`src/hw/mmc_consts.svh`:
```
`ifndef MMC_CONSTS_SVH
`define MMC_CONSTS_SVH

// Register indices; byte address on the bus is four times the index
`define MMC_IDX_MODE        8'h0B
`define MMC_IDX_DIRECT      8'h11
`define MMC_IDX_PROG_PAGE   8'h15

// Reset values and field positions
`define MMC_PROG_PAGE_RST   4'hE
`define MMC_MODE_BIT        7
`define MMC_DIRECT_RST      8'h00

// Fixed flash pages of the local map
`define MMC_PAGE_FIX0       4'hC
`define MMC_PAGE_FIX1       4'hD
`define MMC_PAGE_FIX3       4'hF

// Local address decode boundaries
`define MMC_REG_HI          16'h03FF
`define MMC_HOLE_LO         16'h0400
`define MMC_HOLE_HI         16'h07FF
`define MMC_RAM_LO          16'h2000
`define MMC_RAM_HI          16'h3FFF
`define MMC_DBG_LO          16'hFF00
`define MMC_WIN_DBG_LO      16'hBF00
`define MMC_WIN_DBG_HI      16'hBFFF

// Bus answers
`define MMC_RESP_OKAY       2'h0
`define MMC_RESP_SLVERR     2'h2
`define MMC_ZERO8           8'h00
`define MMC_ZERO32          32'h0000_0000

`endif

```
`src/hw/mmc_pkg.sv`:
```
package mmc_pkg;

  typedef enum logic [1:0] {
    MMC_IDLE = 2'b00,
    MMC_BUSY = 2'b01,
    MMC_RESP = 2'b10
  } mmc_fsm_t;

  typedef enum logic [1:0] {
    MMC_SEL_REG   = 2'b00,
    MMC_SEL_RAM   = 2'b01,
    MMC_SEL_FLASH = 2'b10,
    MMC_SEL_DBG   = 2'b11
  } mmc_sel_t;

  typedef struct packed {
    logic stage1;
    logic stage2;
  } mmc_sync_t;

  typedef struct packed {
    mmc_fsm_t    fsm;
    logic        grant_dbg;
    logic        capture_pending;
    logic        normal_single_chip;
    logic        mode_lock;
    logic        direct_written;
    logic [7:0]  direct_page_bits;
    logic [3:0]  program_page_index;
    logic        background_debug_active;
    logic        tgt_req;
    logic        tgt_we;
    mmc_sel_t    tgt_sel;
    logic [17:0] tgt_addr;
    logic [7:0]  tgt_wdata;
    logic        cpu_ack;
    logic        dbg_ack;
    logic [7:0]  rsp_data;
    logic        sys_reset_req;
    logic        access_refused;
    logic        awready;
    logic        aw_have;
    logic [31:0] awaddr;
    logic        wready;
    logic        w_have;
    logic [7:0]  wdata;
    logic        wstrb0;
    logic        bvalid;
    logic [1:0]  bresp;
    logic        arready;
    logic        rvalid;
    logic [31:0] rdata;
    logic [1:0]  rresp;
  } mmc_state_t;

endpackage

```
`src/hw/mmc_sync2.sv`:
```
`timescale 1ns/1ps
`default_nettype none

module mmc_sync2
  import mmc_pkg::*;
(
  input  wire logic aclk,
  input  wire logic d,
  output logic      q
);

  mmc_sync_t st_ff;
  mmc_sync_t nxt_st;

  // No reset on purpose: the pin must keep moving while reset is held
  always_comb begin
    nxt_st.stage1 = d;
    nxt_st.stage2 = st_ff.stage1;
  end

  always_ff @(posedge aclk) begin
    st_ff <= nxt_st;
  end

  assign q = st_ff.stage2;

endmodule

`default_nettype wire

```
`src/hw/mmc_top.sv`:
```
// Overview of operation
// - Capture mode pin at reset release
// - Only normal and special single-chip modes exist
// - Special mode enters background debug after reset
// - Core access to unmapped address raises reset
// - Arbitrate core and debug unit accesses
// - Each master has its own address map
// - Page index maps 64 KB onto 256 KB
// - Secured chip refuses external flash access
// - Bad mode write ignored, locks; secured blocks all
// - Direct page write-once in normal mode
// - Direct page supplies core address bits 15:8
// - Program page index resets to page E
`timescale 1ns/1ps
`default_nettype none
`include "mmc_consts.svh"

module mmc_top
  import mmc_pkg::*;
(
  input  wire logic        aclk,
  input  wire logic        aresetn,
  input  wire logic        mode_select_pin,
  input  wire logic        chip_secured,
  input  wire logic        debug_exit,
  input  wire logic [31:0] s_axil_awaddr,
  input  wire logic        s_axil_awvalid,
  output logic             s_axil_awready,
  input  wire logic [31:0] s_axil_wdata,
  input  wire logic [3:0]  s_axil_wstrb,
  input  wire logic        s_axil_wvalid,
  output logic             s_axil_wready,
  output logic [1:0]       s_axil_bresp,
  output logic             s_axil_bvalid,
  input  wire logic        s_axil_bready,
  input  wire logic [31:0] s_axil_araddr,
  input  wire logic        s_axil_arvalid,
  output logic             s_axil_arready,
  output logic [31:0]      s_axil_rdata,
  output logic [1:0]       s_axil_rresp,
  output logic             s_axil_rvalid,
  input  wire logic        s_axil_rready,
  input  wire logic        cpu_req,
  input  wire logic        cpu_we,
  input  wire logic        cpu_direct,
  input  wire logic [15:0] cpu_addr,
  input  wire logic [7:0]  cpu_wdata,
  output logic             cpu_ack,
  output logic [7:0]       cpu_rdata,
  input  wire logic        dbg_req,
  input  wire logic        dbg_we,
  input  wire logic [15:0] dbg_addr,
  input  wire logic [7:0]  dbg_wdata,
  output logic             dbg_ack,
  output logic [7:0]       dbg_rdata,
  output logic             tgt_req,
  output logic             tgt_we,
  output logic [1:0]       tgt_sel,
  output logic [17:0]      tgt_addr,
  output logic [7:0]       tgt_wdata,
  input  wire logic        tgt_ack,
  input  wire logic [7:0]  tgt_rdata,
  output logic             normal_single_chip,
  output logic             background_debug_active,
  output logic [3:0]       program_page_index,
  output logic             sys_reset_req,
  output logic             access_refused
);

  mmc_state_t st_ff;
  mmc_state_t nxt_st;
  logic       pin_sync;

  // Mode pin comes from outside the clock domain
  mmc_sync2 u_mode_sync (
    .aclk (aclk),
    .d    (mode_select_pin),
    .q    (pin_sync)
  );

  // Returns {unmapped, selected target, global address} for one local address
  function automatic logic [20:0] decode(input logic [15:0] a,
                                         input logic        from_dbg,
                                         input logic        dbg_act,
                                         input logic [3:0]  pg);
    logic [3:0] page;
    mmc_sel_t   sel;
    logic       hole;
    unique case (a[15:14])
      2'b00: page = `MMC_PAGE_FIX0;
      2'b01: page = `MMC_PAGE_FIX1;
      2'b10: page = pg;
      2'b11: page = `MMC_PAGE_FIX3;
    endcase
    hole = (a >= `MMC_HOLE_LO) && (a <= `MMC_HOLE_HI);
    if (a <= `MMC_REG_HI) begin
      sel = MMC_SEL_REG;
    end else if ((a >= `MMC_RAM_LO) && (a <= `MMC_RAM_HI)) begin
      sel = MMC_SEL_RAM;
    end else begin
      sel = MMC_SEL_FLASH;
    end
    // Debug resources: top page always seen by the debug unit, by the core only while active; window BF00-BFFF by both only while active with page F
    if ((a >= `MMC_DBG_LO) && (from_dbg || dbg_act)) begin
      sel = MMC_SEL_DBG;
    end
    if (dbg_act && (pg == `MMC_PAGE_FIX3) &&
        (a >= `MMC_WIN_DBG_LO) && (a <= `MMC_WIN_DBG_HI)) begin
      sel = MMC_SEL_DBG;
    end
    decode = {hole, sel, page, a[13:0]};
  endfunction

  logic        use_dbg;
  logic [15:0] loc_addr;
  logic [20:0] dec;
  logic        wr_fire;
  logic [7:0]  wr_idx;
  logic        wr_hit;
  logic [7:0]  rd_idx;
  logic        rd_hit;
  logic [7:0]  rd_val;

  always_comb begin
    nxt_st = st_ff;
    // One-cycle pulses drop by default
    nxt_st.cpu_ack        = 1'b0;
    nxt_st.dbg_ack        = 1'b0;
    nxt_st.sys_reset_req  = 1'b0;
    nxt_st.access_refused = 1'b0;

    // Mode taken from the synchronised pin in the first cycle after release
    if (st_ff.capture_pending) begin
      nxt_st.capture_pending         = 1'b0;
      nxt_st.normal_single_chip      = pin_sync;
      nxt_st.background_debug_active = ~pin_sync;
    end else if (debug_exit) begin
      nxt_st.background_debug_active = 1'b0;
    end

    // Debug unit wins a tie: it only runs while the core is held
    use_dbg  = dbg_req;
    loc_addr = use_dbg ? dbg_addr :
               (cpu_direct ? {st_ff.direct_page_bits, cpu_addr[7:0]} : cpu_addr);
    dec      = decode(loc_addr, use_dbg, st_ff.background_debug_active,
                      st_ff.program_page_index);

    unique case (st_ff.fsm)
      MMC_IDLE: begin
        if (!st_ff.capture_pending && (dbg_req || cpu_req)) begin
          nxt_st.grant_dbg = use_dbg;
          if (dec[20]) begin
            // Unmapped: core gets a reset, debug unit just reads zero
            nxt_st.rsp_data      = `MMC_ZERO8;
            nxt_st.sys_reset_req = ~use_dbg;
            nxt_st.cpu_ack       = ~use_dbg;
            nxt_st.dbg_ack       = use_dbg;
            nxt_st.fsm           = MMC_RESP;
          end else if (use_dbg && chip_secured && (mmc_sel_t'(dec[19:18]) == MMC_SEL_FLASH)) begin
            nxt_st.rsp_data       = `MMC_ZERO8;
            nxt_st.access_refused = 1'b1;
            nxt_st.dbg_ack        = 1'b1;
            nxt_st.fsm            = MMC_RESP;
          end else begin
            nxt_st.tgt_req   = 1'b1;
            nxt_st.tgt_we    = use_dbg ? dbg_we : cpu_we;
            nxt_st.tgt_wdata = use_dbg ? dbg_wdata : cpu_wdata;
            nxt_st.tgt_sel   = mmc_sel_t'(dec[19:18]);
            nxt_st.tgt_addr  = dec[17:0];
            nxt_st.fsm       = MMC_BUSY;
          end
        end
      end
      MMC_BUSY: begin
        if (tgt_ack) begin
          nxt_st.tgt_req  = 1'b0;
          nxt_st.rsp_data = tgt_rdata;
          nxt_st.cpu_ack  = ~st_ff.grant_dbg;
          nxt_st.dbg_ack  = st_ff.grant_dbg;
          nxt_st.fsm      = MMC_RESP;
        end
      end
      MMC_RESP: begin
        // Gap cycle lets the master drop its request after the ack
        nxt_st.fsm = MMC_IDLE;
      end
      default: begin
        nxt_st.fsm     = MMC_IDLE;
        nxt_st.tgt_req = 1'b0;
      end
    endcase

    // Write address and data are taken in either order
    if (st_ff.awready && s_axil_awvalid) begin
      nxt_st.awready = 1'b0;
      nxt_st.aw_have = 1'b1;
      nxt_st.awaddr  = s_axil_awaddr;
    end
    if (st_ff.wready && s_axil_wvalid) begin
      nxt_st.wready = 1'b0;
      nxt_st.w_have = 1'b1;
      nxt_st.wdata  = s_axil_wdata[7:0];
      nxt_st.wstrb0 = s_axil_wstrb[0];
    end

    wr_fire = st_ff.aw_have && st_ff.w_have && !st_ff.bvalid;
    wr_idx  = st_ff.awaddr[9:2];
    wr_hit  = (st_ff.awaddr[31:10] == 22'h000000) && (st_ff.awaddr[1:0] == 2'h0) &&
              ((wr_idx == `MMC_IDX_MODE) || (wr_idx == `MMC_IDX_DIRECT) ||
               (wr_idx == `MMC_IDX_PROG_PAGE));
    if (wr_fire) begin
      nxt_st.aw_have = 1'b0;
      nxt_st.w_have  = 1'b0;
      nxt_st.bvalid  = 1'b1;
      nxt_st.bresp   = wr_hit ? `MMC_RESP_OKAY : `MMC_RESP_SLVERR;
      if (wr_hit && st_ff.wstrb0) begin
        if (wr_idx == `MMC_IDX_MODE) begin
          // Only special to normal is allowed; the reverse locks the bit
          if (!chip_secured && !(st_ff.normal_single_chip && st_ff.mode_lock)) begin
            if (!st_ff.normal_single_chip && st_ff.wdata[`MMC_MODE_BIT]) begin
              nxt_st.normal_single_chip = 1'b1;
            end else if (st_ff.normal_single_chip && !st_ff.wdata[`MMC_MODE_BIT]) begin
              nxt_st.mode_lock = 1'b1;
            end
          end
        end else if (wr_idx == `MMC_IDX_DIRECT) begin
          if (!st_ff.normal_single_chip || !st_ff.direct_written) begin
            nxt_st.direct_page_bits = st_ff.wdata;
            nxt_st.direct_written   = 1'b1;
          end
        end else begin
          nxt_st.program_page_index = st_ff.wdata[3:0];
        end
      end
    end
    if (st_ff.bvalid && s_axil_bready) begin
      nxt_st.bvalid  = 1'b0;
      nxt_st.awready = 1'b1;
      nxt_st.wready  = 1'b1;
    end

    // Reads answer one cycle after the address is taken
    rd_idx = s_axil_araddr[9:2];
    rd_hit = (s_axil_araddr[31:10] == 22'h000000) && (s_axil_araddr[1:0] == 2'h0);
    if (rd_idx == `MMC_IDX_MODE) begin
      rd_val = {st_ff.normal_single_chip, 7'h00};
    end else if (rd_idx == `MMC_IDX_DIRECT) begin
      rd_val = st_ff.direct_page_bits;
    end else if (rd_idx == `MMC_IDX_PROG_PAGE) begin
      rd_val = {4'h0, st_ff.program_page_index};
    end else begin
      rd_val = `MMC_ZERO8;
      rd_hit = 1'b0;
    end
    if (st_ff.arready && s_axil_arvalid) begin
      nxt_st.arready = 1'b0;
      nxt_st.rvalid  = 1'b1;
      nxt_st.rdata   = {24'h000000, rd_val};
      nxt_st.rresp   = rd_hit ? `MMC_RESP_OKAY : `MMC_RESP_SLVERR;
    end
    if (st_ff.rvalid && s_axil_rready) begin
      nxt_st.rvalid  = 1'b0;
      nxt_st.arready = 1'b1;
    end
  end

  // Synchronous reset; mode is re-captured after every release
  always_ff @(posedge aclk) begin
    if (!aresetn) begin
      st_ff                         <= '0;
      st_ff.fsm                     <= MMC_IDLE;
      st_ff.capture_pending         <= 1'b1;
      st_ff.direct_page_bits        <= `MMC_DIRECT_RST;
      st_ff.program_page_index      <= `MMC_PROG_PAGE_RST;
      st_ff.awready                 <= 1'b1;
      st_ff.wready                  <= 1'b1;
      st_ff.arready                 <= 1'b1;
    end else begin
      st_ff <= nxt_st;
    end
  end

  assign s_axil_awready          = st_ff.awready;
  assign s_axil_wready           = st_ff.wready;
  assign s_axil_bresp            = st_ff.bresp;
  assign s_axil_bvalid           = st_ff.bvalid;
  assign s_axil_arready          = st_ff.arready;
  assign s_axil_rdata            = st_ff.rdata;
  assign s_axil_rresp            = st_ff.rresp;
  assign s_axil_rvalid           = st_ff.rvalid;
  assign cpu_ack                 = st_ff.cpu_ack;
  assign cpu_rdata               = st_ff.rsp_data;
  assign dbg_ack                 = st_ff.dbg_ack;
  assign dbg_rdata               = st_ff.rsp_data;
  assign tgt_req                 = st_ff.tgt_req;
  assign tgt_we                  = st_ff.tgt_we;
  assign tgt_sel                 = st_ff.tgt_sel;
  assign tgt_addr                = st_ff.tgt_addr;
  assign tgt_wdata               = st_ff.tgt_wdata;
  assign normal_single_chip      = st_ff.normal_single_chip;
  assign background_debug_active = st_ff.background_debug_active;
  assign program_page_index      = st_ff.program_page_index;
  assign sys_reset_req           = st_ff.sys_reset_req;
  assign access_refused          = st_ff.access_refused;

endmodule

`default_nettype wire

```
`config.mk`:
```
export PLATFORM = sky130hd
export DESIGN_NAME = mmc_top
export DESIGN_NICKNAME = d
export VERILOG_FILES = /design/src/hw/mmc_pkg.sv /design/src/hw/mmc_sync2.sv /design/src/hw/mmc_top.sv
export VERILOG_INCLUDE_DIRS = /design/src /design/src/hw
export SDC_FILE = /design/constraint.sdc
export NUM_CORES = 1
export LEC_CHECK = 0
export BUFFER_PORTS_ARGS = -buffer_cell sky130_fd_sc_hd__buf_2
export CAP_MARGIN = 20
export CELL_PAD_IN_SITES_DETAIL_PLACEMENT = 0
export CELL_PAD_IN_SITES_GLOBAL_PLACEMENT = 1
export CORE_MARGIN = 1
export CORE_UTILIZATION = 30
export CTS_CLUSTER_SIZE = 16
export DETAILED_ROUTE_END_ITERATION = 8
export PLACE_DENSITY = 0.8
export SLEW_MARGIN = 25
export SYNTH_ARGS = -nofsm -noshare
export SYNTH_HDL_FRONTEND = slang
export SYNTH_SLANG_ARGS = --single-unit
```
`constraint.sdc`:
```
create_clock -name aclk -period 2 [get_ports aclk]
set_clock_uncertainty 0.2 [all_clocks]
set_input_delay 0.1 -clock aclk [delete_from_list [all_inputs] [get_ports aclk]]
set_output_delay 0.1 -clock aclk [all_outputs]
set_load 0.05 [all_outputs]
```
==> results of run 1 <==
through the flow:
stage / area (µm²) / setup WS, ns / instances
final: 8900 / -0.202 / 1252
after CTS: 8750 / -0.173 / 1247
after global routing: 8900 / -0.259 / 1252
after floorplan: 6020 / -0.0762 / 702
after global placement: 7010 / -0.279 / 1108
after detailed placement: 7010 / -0.283 / 1108
layout by cell type, fill, tap and decap left out, types with 10 or more instances in the layout:
cell type | Yosys | final
nor4_1 | 14 | 10
nand2_1 | 155 | 155
a21oi_1 | 53 | 51
inv_1 | 12 | 11
conb_1 | 1 | 26
mux2_2 | 19 | 18
buf_2 | 0 | 215
mux2i_1 | 44 | 43
buf_4 | 84 | 40
clkbuf_16 | 0 | 19
nor2_1 | 37 | 37
dfxtp_1 | 121 | 116
dlygate4sd3_1 | 0 | 107
sequential cells by signal, summed over array words and instances, names as in the netlist, 2 cells and up:
register / flops
tgt_addr: 18
cpu_rdata: 8
program_page_index: 4
tgt_wdata: 8
tgt_sel: 2
s_axil_rdata: 8
st_ff: 56
report_power, final:
part	switching, W	internal [W]	total [W]
combinational	0.000834	0.000600	0.00143
sequential	0.0000847	0.00254	0.00263
clock	0.00111	0.00205	0.00315
layout make-up:
class	count	area (µm²)	area share, %
repair buffers	374	2650	29.8
clock buffers	20	467	5.25
well taps	260	325	3.66
multi-input cells	453	2830	31.8
clock inverters	12	148	1.66
flip-flops and latches	121	2430	27.3
inverters	12	45.0	0.506
timing repair:
| item | in CTS | in global routing |
|---|---|---|
| resized for setup | 13 | 18 |
| setup buffers | 0 | 3 |
| hold buffers | 107 | 0 |
| cloned | 0 | 2 |
| pin swaps | 4 | 12 |
| hold endpoints to repair | 87 | 0 |
| setup endpoints to repair | 55 | 57 |
cells by family (layout without fill, tap and decap cells):
| logic type | after synthesis | in the layout | synth area share, % |
|---|---|---|---|
| buf+inv | 128 | 418 | 14.4 |
| mux | 69 | 69 | 12.9 |
| flops | 121 | 121 | 41.1 |
| simple gates | 249 | 249 | 18.7 |
| other cells | 1 | 26 | 0.0637 |
| compound gates | 109 | 109 | 12.8 |
per-layer routing:
| layer | routed length, µm | GRT usage, % |
|---|---|---|
| met1 | 7410 | 19.5 |
| met2 | 8560 | 30.1 |
| met3 | 984 | 4.88 |
| met4 | 238 | 5.32 |
| met5 | 0 | 0 |
worst paths after layout:
check,startpoint,endpoint,slack [ns],cells after the start
worst max register to register,st_ff[133]$_SDFFE_PN0P_,tgt_we$_SDFFE_PN0P_,-0.20,8
worst min-delay path,s_axil_araddr[7],s_axil_rdata[7]$_SDFFE_PN0P_,0.03,5
worst min register to register,u_mode_sync.nxt_st[0]$_DFF_P_,u_mode_sync.q$_DFF_P_,0.14,0
worst max-delay path,st_ff[133]$_SDFFE_PN0P_,tgt_we$_SDFFE_PN0P_,-0.20,8
tightest hold or removal path, cell delays in order:
cell and delay (ns):
buf_2 0.07, nand3b_1 0.18, nor3_1 0.08, a21oi_1 0.12, nor2_1 0.04
==> qor.txt, run 1 <==
Largest delay share family, worst path = multiplexers
Ports = 269
Initial Util = 31.1%
clk root buf = clkbuf_16
period utilization = 110%
DRC viols = 0
DRT iter0 DRCs = 199
crit-path max FO = 6
initial antenna violation count = 0
top-area cell type share of the netlist area = 41.1%
vias after detailed routing = 5528
WS Path Type = flop to flop
top-count cell post-synth = nand2_1
Pleak = 4.16 nW
Syn-to-layout area delta = 51.1%
number of synthesized flops with an enable pin = 0
Fin Setup TNS = -5.76 ns
total power = 0.00721 W
top post-synthesis cells by count = nand2_1, dfxtp_1, buf_4
CTS tree = yes
Fillers = 1790
Final Hold Fails = 0
full die area = 20200 µm²
drt via density = 4.42
Fmax = 454 MHz
layout cell share with drive strength beyond 1 = 36.1%
largest net degree at the start of global routing = 72
relative slew slack = 62.1%
RePlAce Congestion = 0.790
GRT overflow = 0
pwr dens = 811 nW/µm²
outcome = finished, violations left
fin worst setup slack = -0.202 ns
leading post-synthesis cells by cell area = dfxtp_1, buf_4, nand2_1, mux2i_1, a21oi_1
Hold/Removal Path Class = input pin to flop
vias in the first global route = 5467
total CTS buffers = 17
GRT Total Usage = 17.0%
sequential fraction of the synthesis area = 41.1%
RSZ-0062 raised after global routing = yes
Syn Std Cell Area = 5890 µm²
Top FF cell, synth = dfxtp_1
Pre-antenna DRT Iters = 4
cells after synthesis = 677
final WL = 17.2 mm
clk_lat worst skew = 0.42 ns
post-synthesis cell type count = 58
CP max stage cell = dfxtp_1
wire length per cell = 13.7 µm
WHS = 0.0255 ns
number of core rows = 50
Critical Path RT = 2.14 ns
Detail Route Antenna Nets = 0
WP data arrival = 2.34 ns
first-pass GRT wire length = 26.7 mm
DIE WIDTH = 142 µm
Max Slew Vio Count = 0
core area = 19000 µm²
Tmin final = 2.20 ns
max incr delay on CP = 0.31 ns
port buffer count = 215
Worst setup SP type = flop
Clk pin slew, worst setup/hold paths = 0.06 ns
Async SR Flop Fraction = 0%
maximum vdd drop = 0.602 mV
Die Y = 142 µm
total of max-cap violations = 0
Sink Count = 121
Synth warnings = 0
CP bufs+invs = 2
syn avg cell area = 8.70 µm²
count of final setup violators = 52
CP cell instances = mux2_4, mux2i_4, and4b_1, and4_4, o31ai_4, buf_6, buf_12, mux2i_2
NumNets Final = 1151
Yosys reg bits = 121
failing checks = setup timing
H-tree depth = 4
diodes inserted = 0
worst slew pin tran = 0.568 ns
Synth area leader = dfxtp_1
Critical Path Sink Type = flop
maximum root-to-sink buffer count = 2
DP Wirelength = 11.8 mm
Final Util = 46.9%
Power figures use the tool's default switching activity.
==> inputs of run 2 (changes only) <==
Settings changed: RECOVER_POWER set to 100.
==> run 2 against run 1 <==
The run still ends with setup timing left. Non-clock buffer count unchanged. Setup slack worse by 0.0027 ns. Maximum frequency down 0.12%. Critical path type unchanged. Critical endpoint unchanged.
==> qor.txt, run 2 (synthesis results as in run 1) <==
Critical Path Sink Type = flop
first-pass GRT wire length = 26.7 mm
number of core rows = 50
Clk pin slew, worst setup/hold paths = 0.05 ns
maximum vdd drop = 0.604 mV
Worst setup SP type = flop
Multi-input gate area = 2830 µm²
max incr delay on CP = 0.31 ns
reg-to-reg startpoint = st_ff[133]$_SDFFE_PN0P_
met1 GRT Util = 19.5%
failing checks = setup timing
CP cell instances = mux2_4, mux2i_4, and4b_1, and4_4, o31ai_4, buf_6, buf_12, mux2i_2
Die Y = 142 µm
NumNets Final = 1151
DP Wirelength = 11.8 mm
clk root buf = clkbuf_16
Crit path depth = 8
relative slew slack = 55.5%
leading cell type in the layout, fill and taps excluded = nand2_1
met3 GRT Util = 4.88%
Sink Count = 121
count of final setup violators = 55
Initial Util = 31.1%
internal power = 0.00516 W
Top reg by flops = st_ff
largest net degree at the start of global routing = 72
Max Slew Vio Count = 0
Final Hold Fails = 0
R2R Path End = tgt_we$_SDFFE_PN0P_
RePlAce Congestion = 0.790
diodes inserted = 0
Detail Route Antenna Nets = 0
Ports = 269
pwr dens = 818 nW/µm²
total power = 0.00719 W
Syn-to-layout area delta = 49.3%
maximum root-to-sink buffer count = 2
total CTS buffers = 17
clk_lat worst skew = 0.42 ns
worst slew pin tran = 0.671 ns
CTS tree = yes
Pleak = 3.86 nW
fin cells = 1252
Comb pwr share = 19.6%
dpl cells = 1108
GRT overflow = 0
vias after detailed routing = 5538
Pre-antenna DRT Iters = 4
CP max stage cell = dfxtp_1
initial antenna violation count = 0
DRT iter0 DRCs = 215
outcome = finished, violations left
drt via density = 4.42
flop-to-flop setup slack = -0.20 ns
Fmax = 454 MHz
Critical Path RT = 2.14 ns
H-tree depth = 4
GRT Total Usage = 17.0%
Fillers = 1830
Largest delay share family, worst path = multiplexers
core area = 19000 µm²
DP Area = 7010 µm²
Hold Crit Depth = 5
port buffer count = 215
layout cell share with drive strength beyond 1 = 28.2%
DRC viols = 0
register share of total power = 36.6%
vias in the first global route = 5467
Reg area = 2430 µm²
full die area = 20200 µm²
Net Sw Frac = 28.2%
WS Path Type = flop to flop
wire length per cell = 13.8 µm
Most Crowded Layer GR = met2
RSZ-0062 raised after global routing = yes
Tmin final = 2.20 ns
Worst Min Path Start = s_axil_araddr[7]
CP bufs+invs = 2
period utilization = 110%
reg2reg path depth = 8
final instance area = 8790 µm²
Clock Power Share = 43.8%
Worst Hold End = s_axil_rdata[7]$_SDFFE_PN0P_
final WL = 17.3 mm
crit-path max FO = 6
DIE WIDTH = 142 µm
NetSw = 0.00203 W
met2 usage = 30.1%
most frequent cells in the layout = nand2_1, buf_2, dfxtp_1, dlygate4sd3_1, clkbuf_1
Hold/Removal Path Class = input pin to flop
Fin Setup TNS = -6.35 ns
WP data arrival = 2.34 ns
max reg flops = 56
fin worst setup slack = -0.205 ns
total of max-cap violations = 0
-- run 2: timing repair --
item	4_1_cts	5_1_grt
endpoints found under the hold margin	87	0
cloned	0	2
hold buffers	107	0
resized for setup	13	18
buffers inserted	0	3
pin swaps	4	12
endpoints found under the setup margin	55	57
-- run 2: worst max-delay path by stage --
stage / startpoint / slack [ns] / endpoint
2_1_floorplan: st_ff[137]$_SDFFE_PN0P_ / -0.08 / dbg_ack$_SDFF_PN0_
3_3_place_gp: st_ff[57]$_SDFFE_PN0P_ / -0.28 / st_ff[132]$_SDFFE_PN0P_
3_5_place_dp: st_ff[57]$_SDFFE_PN0P_ / -0.28 / st_ff[137]$_SDFFE_PN0P_
4_1_cts: st_ff[133]$_SDFFE_PN0P_ / -0.17 / tgt_wdata[4]$_SDFFE_PN0P_
5_1_grt: st_ff[133]$_SDFFE_PN0P_ / -0.26 / tgt_we$_SDFFE_PN0P_
6_report: st_ff[133]$_SDFFE_PN0P_ / -0.20 / tgt_we$_SDFFE_PN0P_
-- run 2: tightest hold or removal path, stage by stage --
cell      delay [ns]
buf_2           0.07
nand3b_1        0.18
nor3_1          0.08
a21oi_1         0.12
nor2_1          0.04
-- run 2: metal layers --
metal	up-vias	routed length (µm)
li1	2806	-
met1	2543	7540
met2	167	8570
met3	22	905
met4	0	252
met5	-	0
-- run 2: metrics by stage --
step	setup WS (ns)	util, %	hold WS, ns
6_report	-0.205	46.4	0.0260
5_1_grt	-0.259	46.4	0.0505
4_1_cts	-0.173	46.2	0.000970
3_5_place_dp	-0.283	37.0	0.0178
3_3_place_gp	-0.279	37.0	0.0318
2_1_floorplan	-0.0762	-	-0.0723
-- run 2: area by class of cell --
| type | instances | share of cell area, % |
|---|---|---|
| clock inverter | 12 | 1.68 |
| tap | 260 | 3.70 |
| sequential | 121 | 27.6 |
| clock buffer | 20 | 5.31 |
| inverter | 12 | 0.513 |
| multi-input combinational | 453 | 32.2 |
| timing repair buffer | 374 | 28.9 |
-- run 2: power groups by stage --
stage	combinational, W	sequential, W	clock, W
after CTS	0.00138	0.00262	0.00322
after global placement	0.00119	0.00267	0
after detailed placement	0.00120	0.00267	0
final	0.00141	0.00263	0.00315
after global routing	0.00151	0.00264	0.00334
after floorplan	0.000909	0.00270	0
==> inputs of run 3 (changes only) <==
==> constraint.sdc (replaced) <==
create_clock -name aclk -period 2 [get_ports aclk]
set_clock_uncertainty 0.2 [all_clocks]
set_input_delay 0.1 -clock aclk [delete_from_list [all_inputs] [get_ports aclk]]
set_output_delay 0.1 -clock aclk [all_outputs]
set_load 0.1 [all_outputs]
==> run 3 against run 2 <==
The run still ends with setup timing left. Sequential share of layout area down 0.12 points. Die area unchanged. First-iteration DRC count up 21%. Register-to-register slack about the same.
==> qor.txt, run 3 (synthesis results as in run 1) <==
Critical Path Sink Type = flop
DRC viols = 0
clk_lat worst skew = 0.41 ns
period utilization = 110%
Clk pin slew, worst setup/hold paths = 0.06 ns
pwr dens = 851 nW/µm²
DIE WIDTH = 142 µm
Critical Path RT = 2.13 ns
Hold Crit Depth = 6
Fillers = 1823
dpl cells = 1111
flop-to-flop setup slack = -0.19 ns
Hold/Removal Path Class = input pin to flop
max reg flops = 56
final WL = 16.9 mm
drt via density = 4.43
relative slew slack = 60.0%
fin cells = 1252
Final Hold Fails = 0
crit-path max FO = 11
CTS tree = yes
GRT overflow = 0
total of max-cap violations = 0
Initial Util = 31.1%
largest net degree at the start of global routing = 72
first-pass GRT wire length = 26.0 mm
total CTS buffers = 17
Max Slew Vio Count = 0
port buffer count = 215
maximum vdd drop = 0.608 mV
RePlAce Congestion = 0.773
layout cell share with drive strength beyond 1 = 35.6%
count of final setup violators = 57
RSZ-0062 raised after global routing = yes
failing checks = setup timing
fin worst setup slack = -0.193 ns
Worst setup SP type = flop
NumNets Final = 1150
Top reg by flops = st_ff
DP Wirelength = 11.6 mm
reg2reg path depth = 8
pre-CTS setup slack = -0.412 ns
clk root buf = clkbuf_16
number of core rows = 50
GRT Total Usage = 16.6%
Syn-to-layout area delta = 50.2%
WP data arrival = 2.32 ns
Tmin final = 2.19 ns
worst slew pin tran = 0.600 ns
H-tree depth = 4
Ports = 269
full die area = 20200 µm²
Pre-antenna DRT Iters = 4
Die Y = 142 µm
Fmax = 456 MHz
WS Path Type = flop to flop
outcome = finished, violations left
Detail Route Antenna Nets = 0
Sink Count = 121
wire length per cell = 13.5 µm
core area = 19000 µm²
Pleak = 4.09 nW
initial antenna violation count = 1
DRT iter0 DRCs = 261
vias after detailed routing = 5551
maximum root-to-sink buffer count = 2
vias in the first global route = 5350
most frequent cells in the layout = nand2_1, buf_2, dfxtp_1, dlygate4sd3_1, clkbuf_2
leading cell type in the layout, fill and taps excluded = nand2_1
[run 3: changes by cell type in the layout (fill, tap and decap cells not counted), sizes merged]
cell and change:
buf +5, clkbuf -3, dlygate4sd3 -3, clkinv -1
diode +1, inv +1
[run 3: final timing paths]
kind | to | start
max | tgt_addr[16]$_SDFFE_PN0P_ | st_ff[135]$_SDFFE_PN0P_
min | tgt_addr[9]$_SDFFE_PN0P_ | dbg_addr[9]
max reg2reg | tgt_addr[16]$_SDFFE_PN0P_ | st_ff[135]$_SDFFE_PN0P_
min reg2reg | u_mode_sync.q$_DFF_P_ | u_mode_sync.nxt_st[0]$_DFF_P_
[run 3: critical path: stages (launching register included)]
cell and delay (ns):
dfxtp_2 0.32, mux2_4 0.26, mux2i_4 0.21, o211ai_4 0.13, a211oi_4 0.32, o31ai_4 0.11, buf_6 0.15, buf_12 0.15
a221oi_2 0.24
[run 3: power breakdown]
group	total (W)	switching (W)	internal, W
combinational	0.00182	0.00123	0.000583
sequential	0.00263	0.0000846	0.00254
clock	0.00308	0.00110	0.00198
[run 3: metal layers]
metal	global-route usage, %	vias to the layer above	part of all wire [%]
met5	0	-	0
met4	6.11	0	1.7
met3	5.45	22	6.1
met2	29.4	181	50
met1	18.4	2534	42
li1	-	2814	-
[run 3: what timing repair did]
action	CTS	global route
setup endpoints to repair	55	57
setup buffers	2	1
endpoints found under the hold margin	88	0
pin swaps	10	3
hold buffers	104	0
gates resized for setup	11	10
gates cloned	0	1
[run 3: cell type report]
cell class / count / area (µm²) / share of cell area [%]
clock buffer: 20 / 447 / 5.05
multi-input combinational: 453 / 2810 / 31.8
tap: 260 / 325 / 3.68
sequential: 121 / 2430 / 27.5
timing repair buffer: 373 / 2630 / 29.7
inverter: 12 / 45.0 / 0.509
clock inverter: 12 / 149 / 1.68
antenna: 1 / 2.50 / 0.0283
[run 3: metrics by stage]
stage | hold slack [ns] | cell area (µm²) | util [%] | TNS (ns) | total power [W]
3_5_place_dp | 0.00766 | 7080 | 37.4 | -15.18 | 0.00428
4_1_cts | 0.00649 | 8780 | 46.3 | -6.61 | 0.00756
6_report | 0.0244 | 8840 | 46.6 | -6.49 | 0.00752
2_1_floorplan | -0.0723 | 6030 | - | -1.33 | 0.00401
5_1_grt | 0.0454 | 8840 | 46.6 | -11.95 | 0.00781
3_3_place_gp | 0.00463 | 7080 | 37.4 | -12.32 | 0.00427
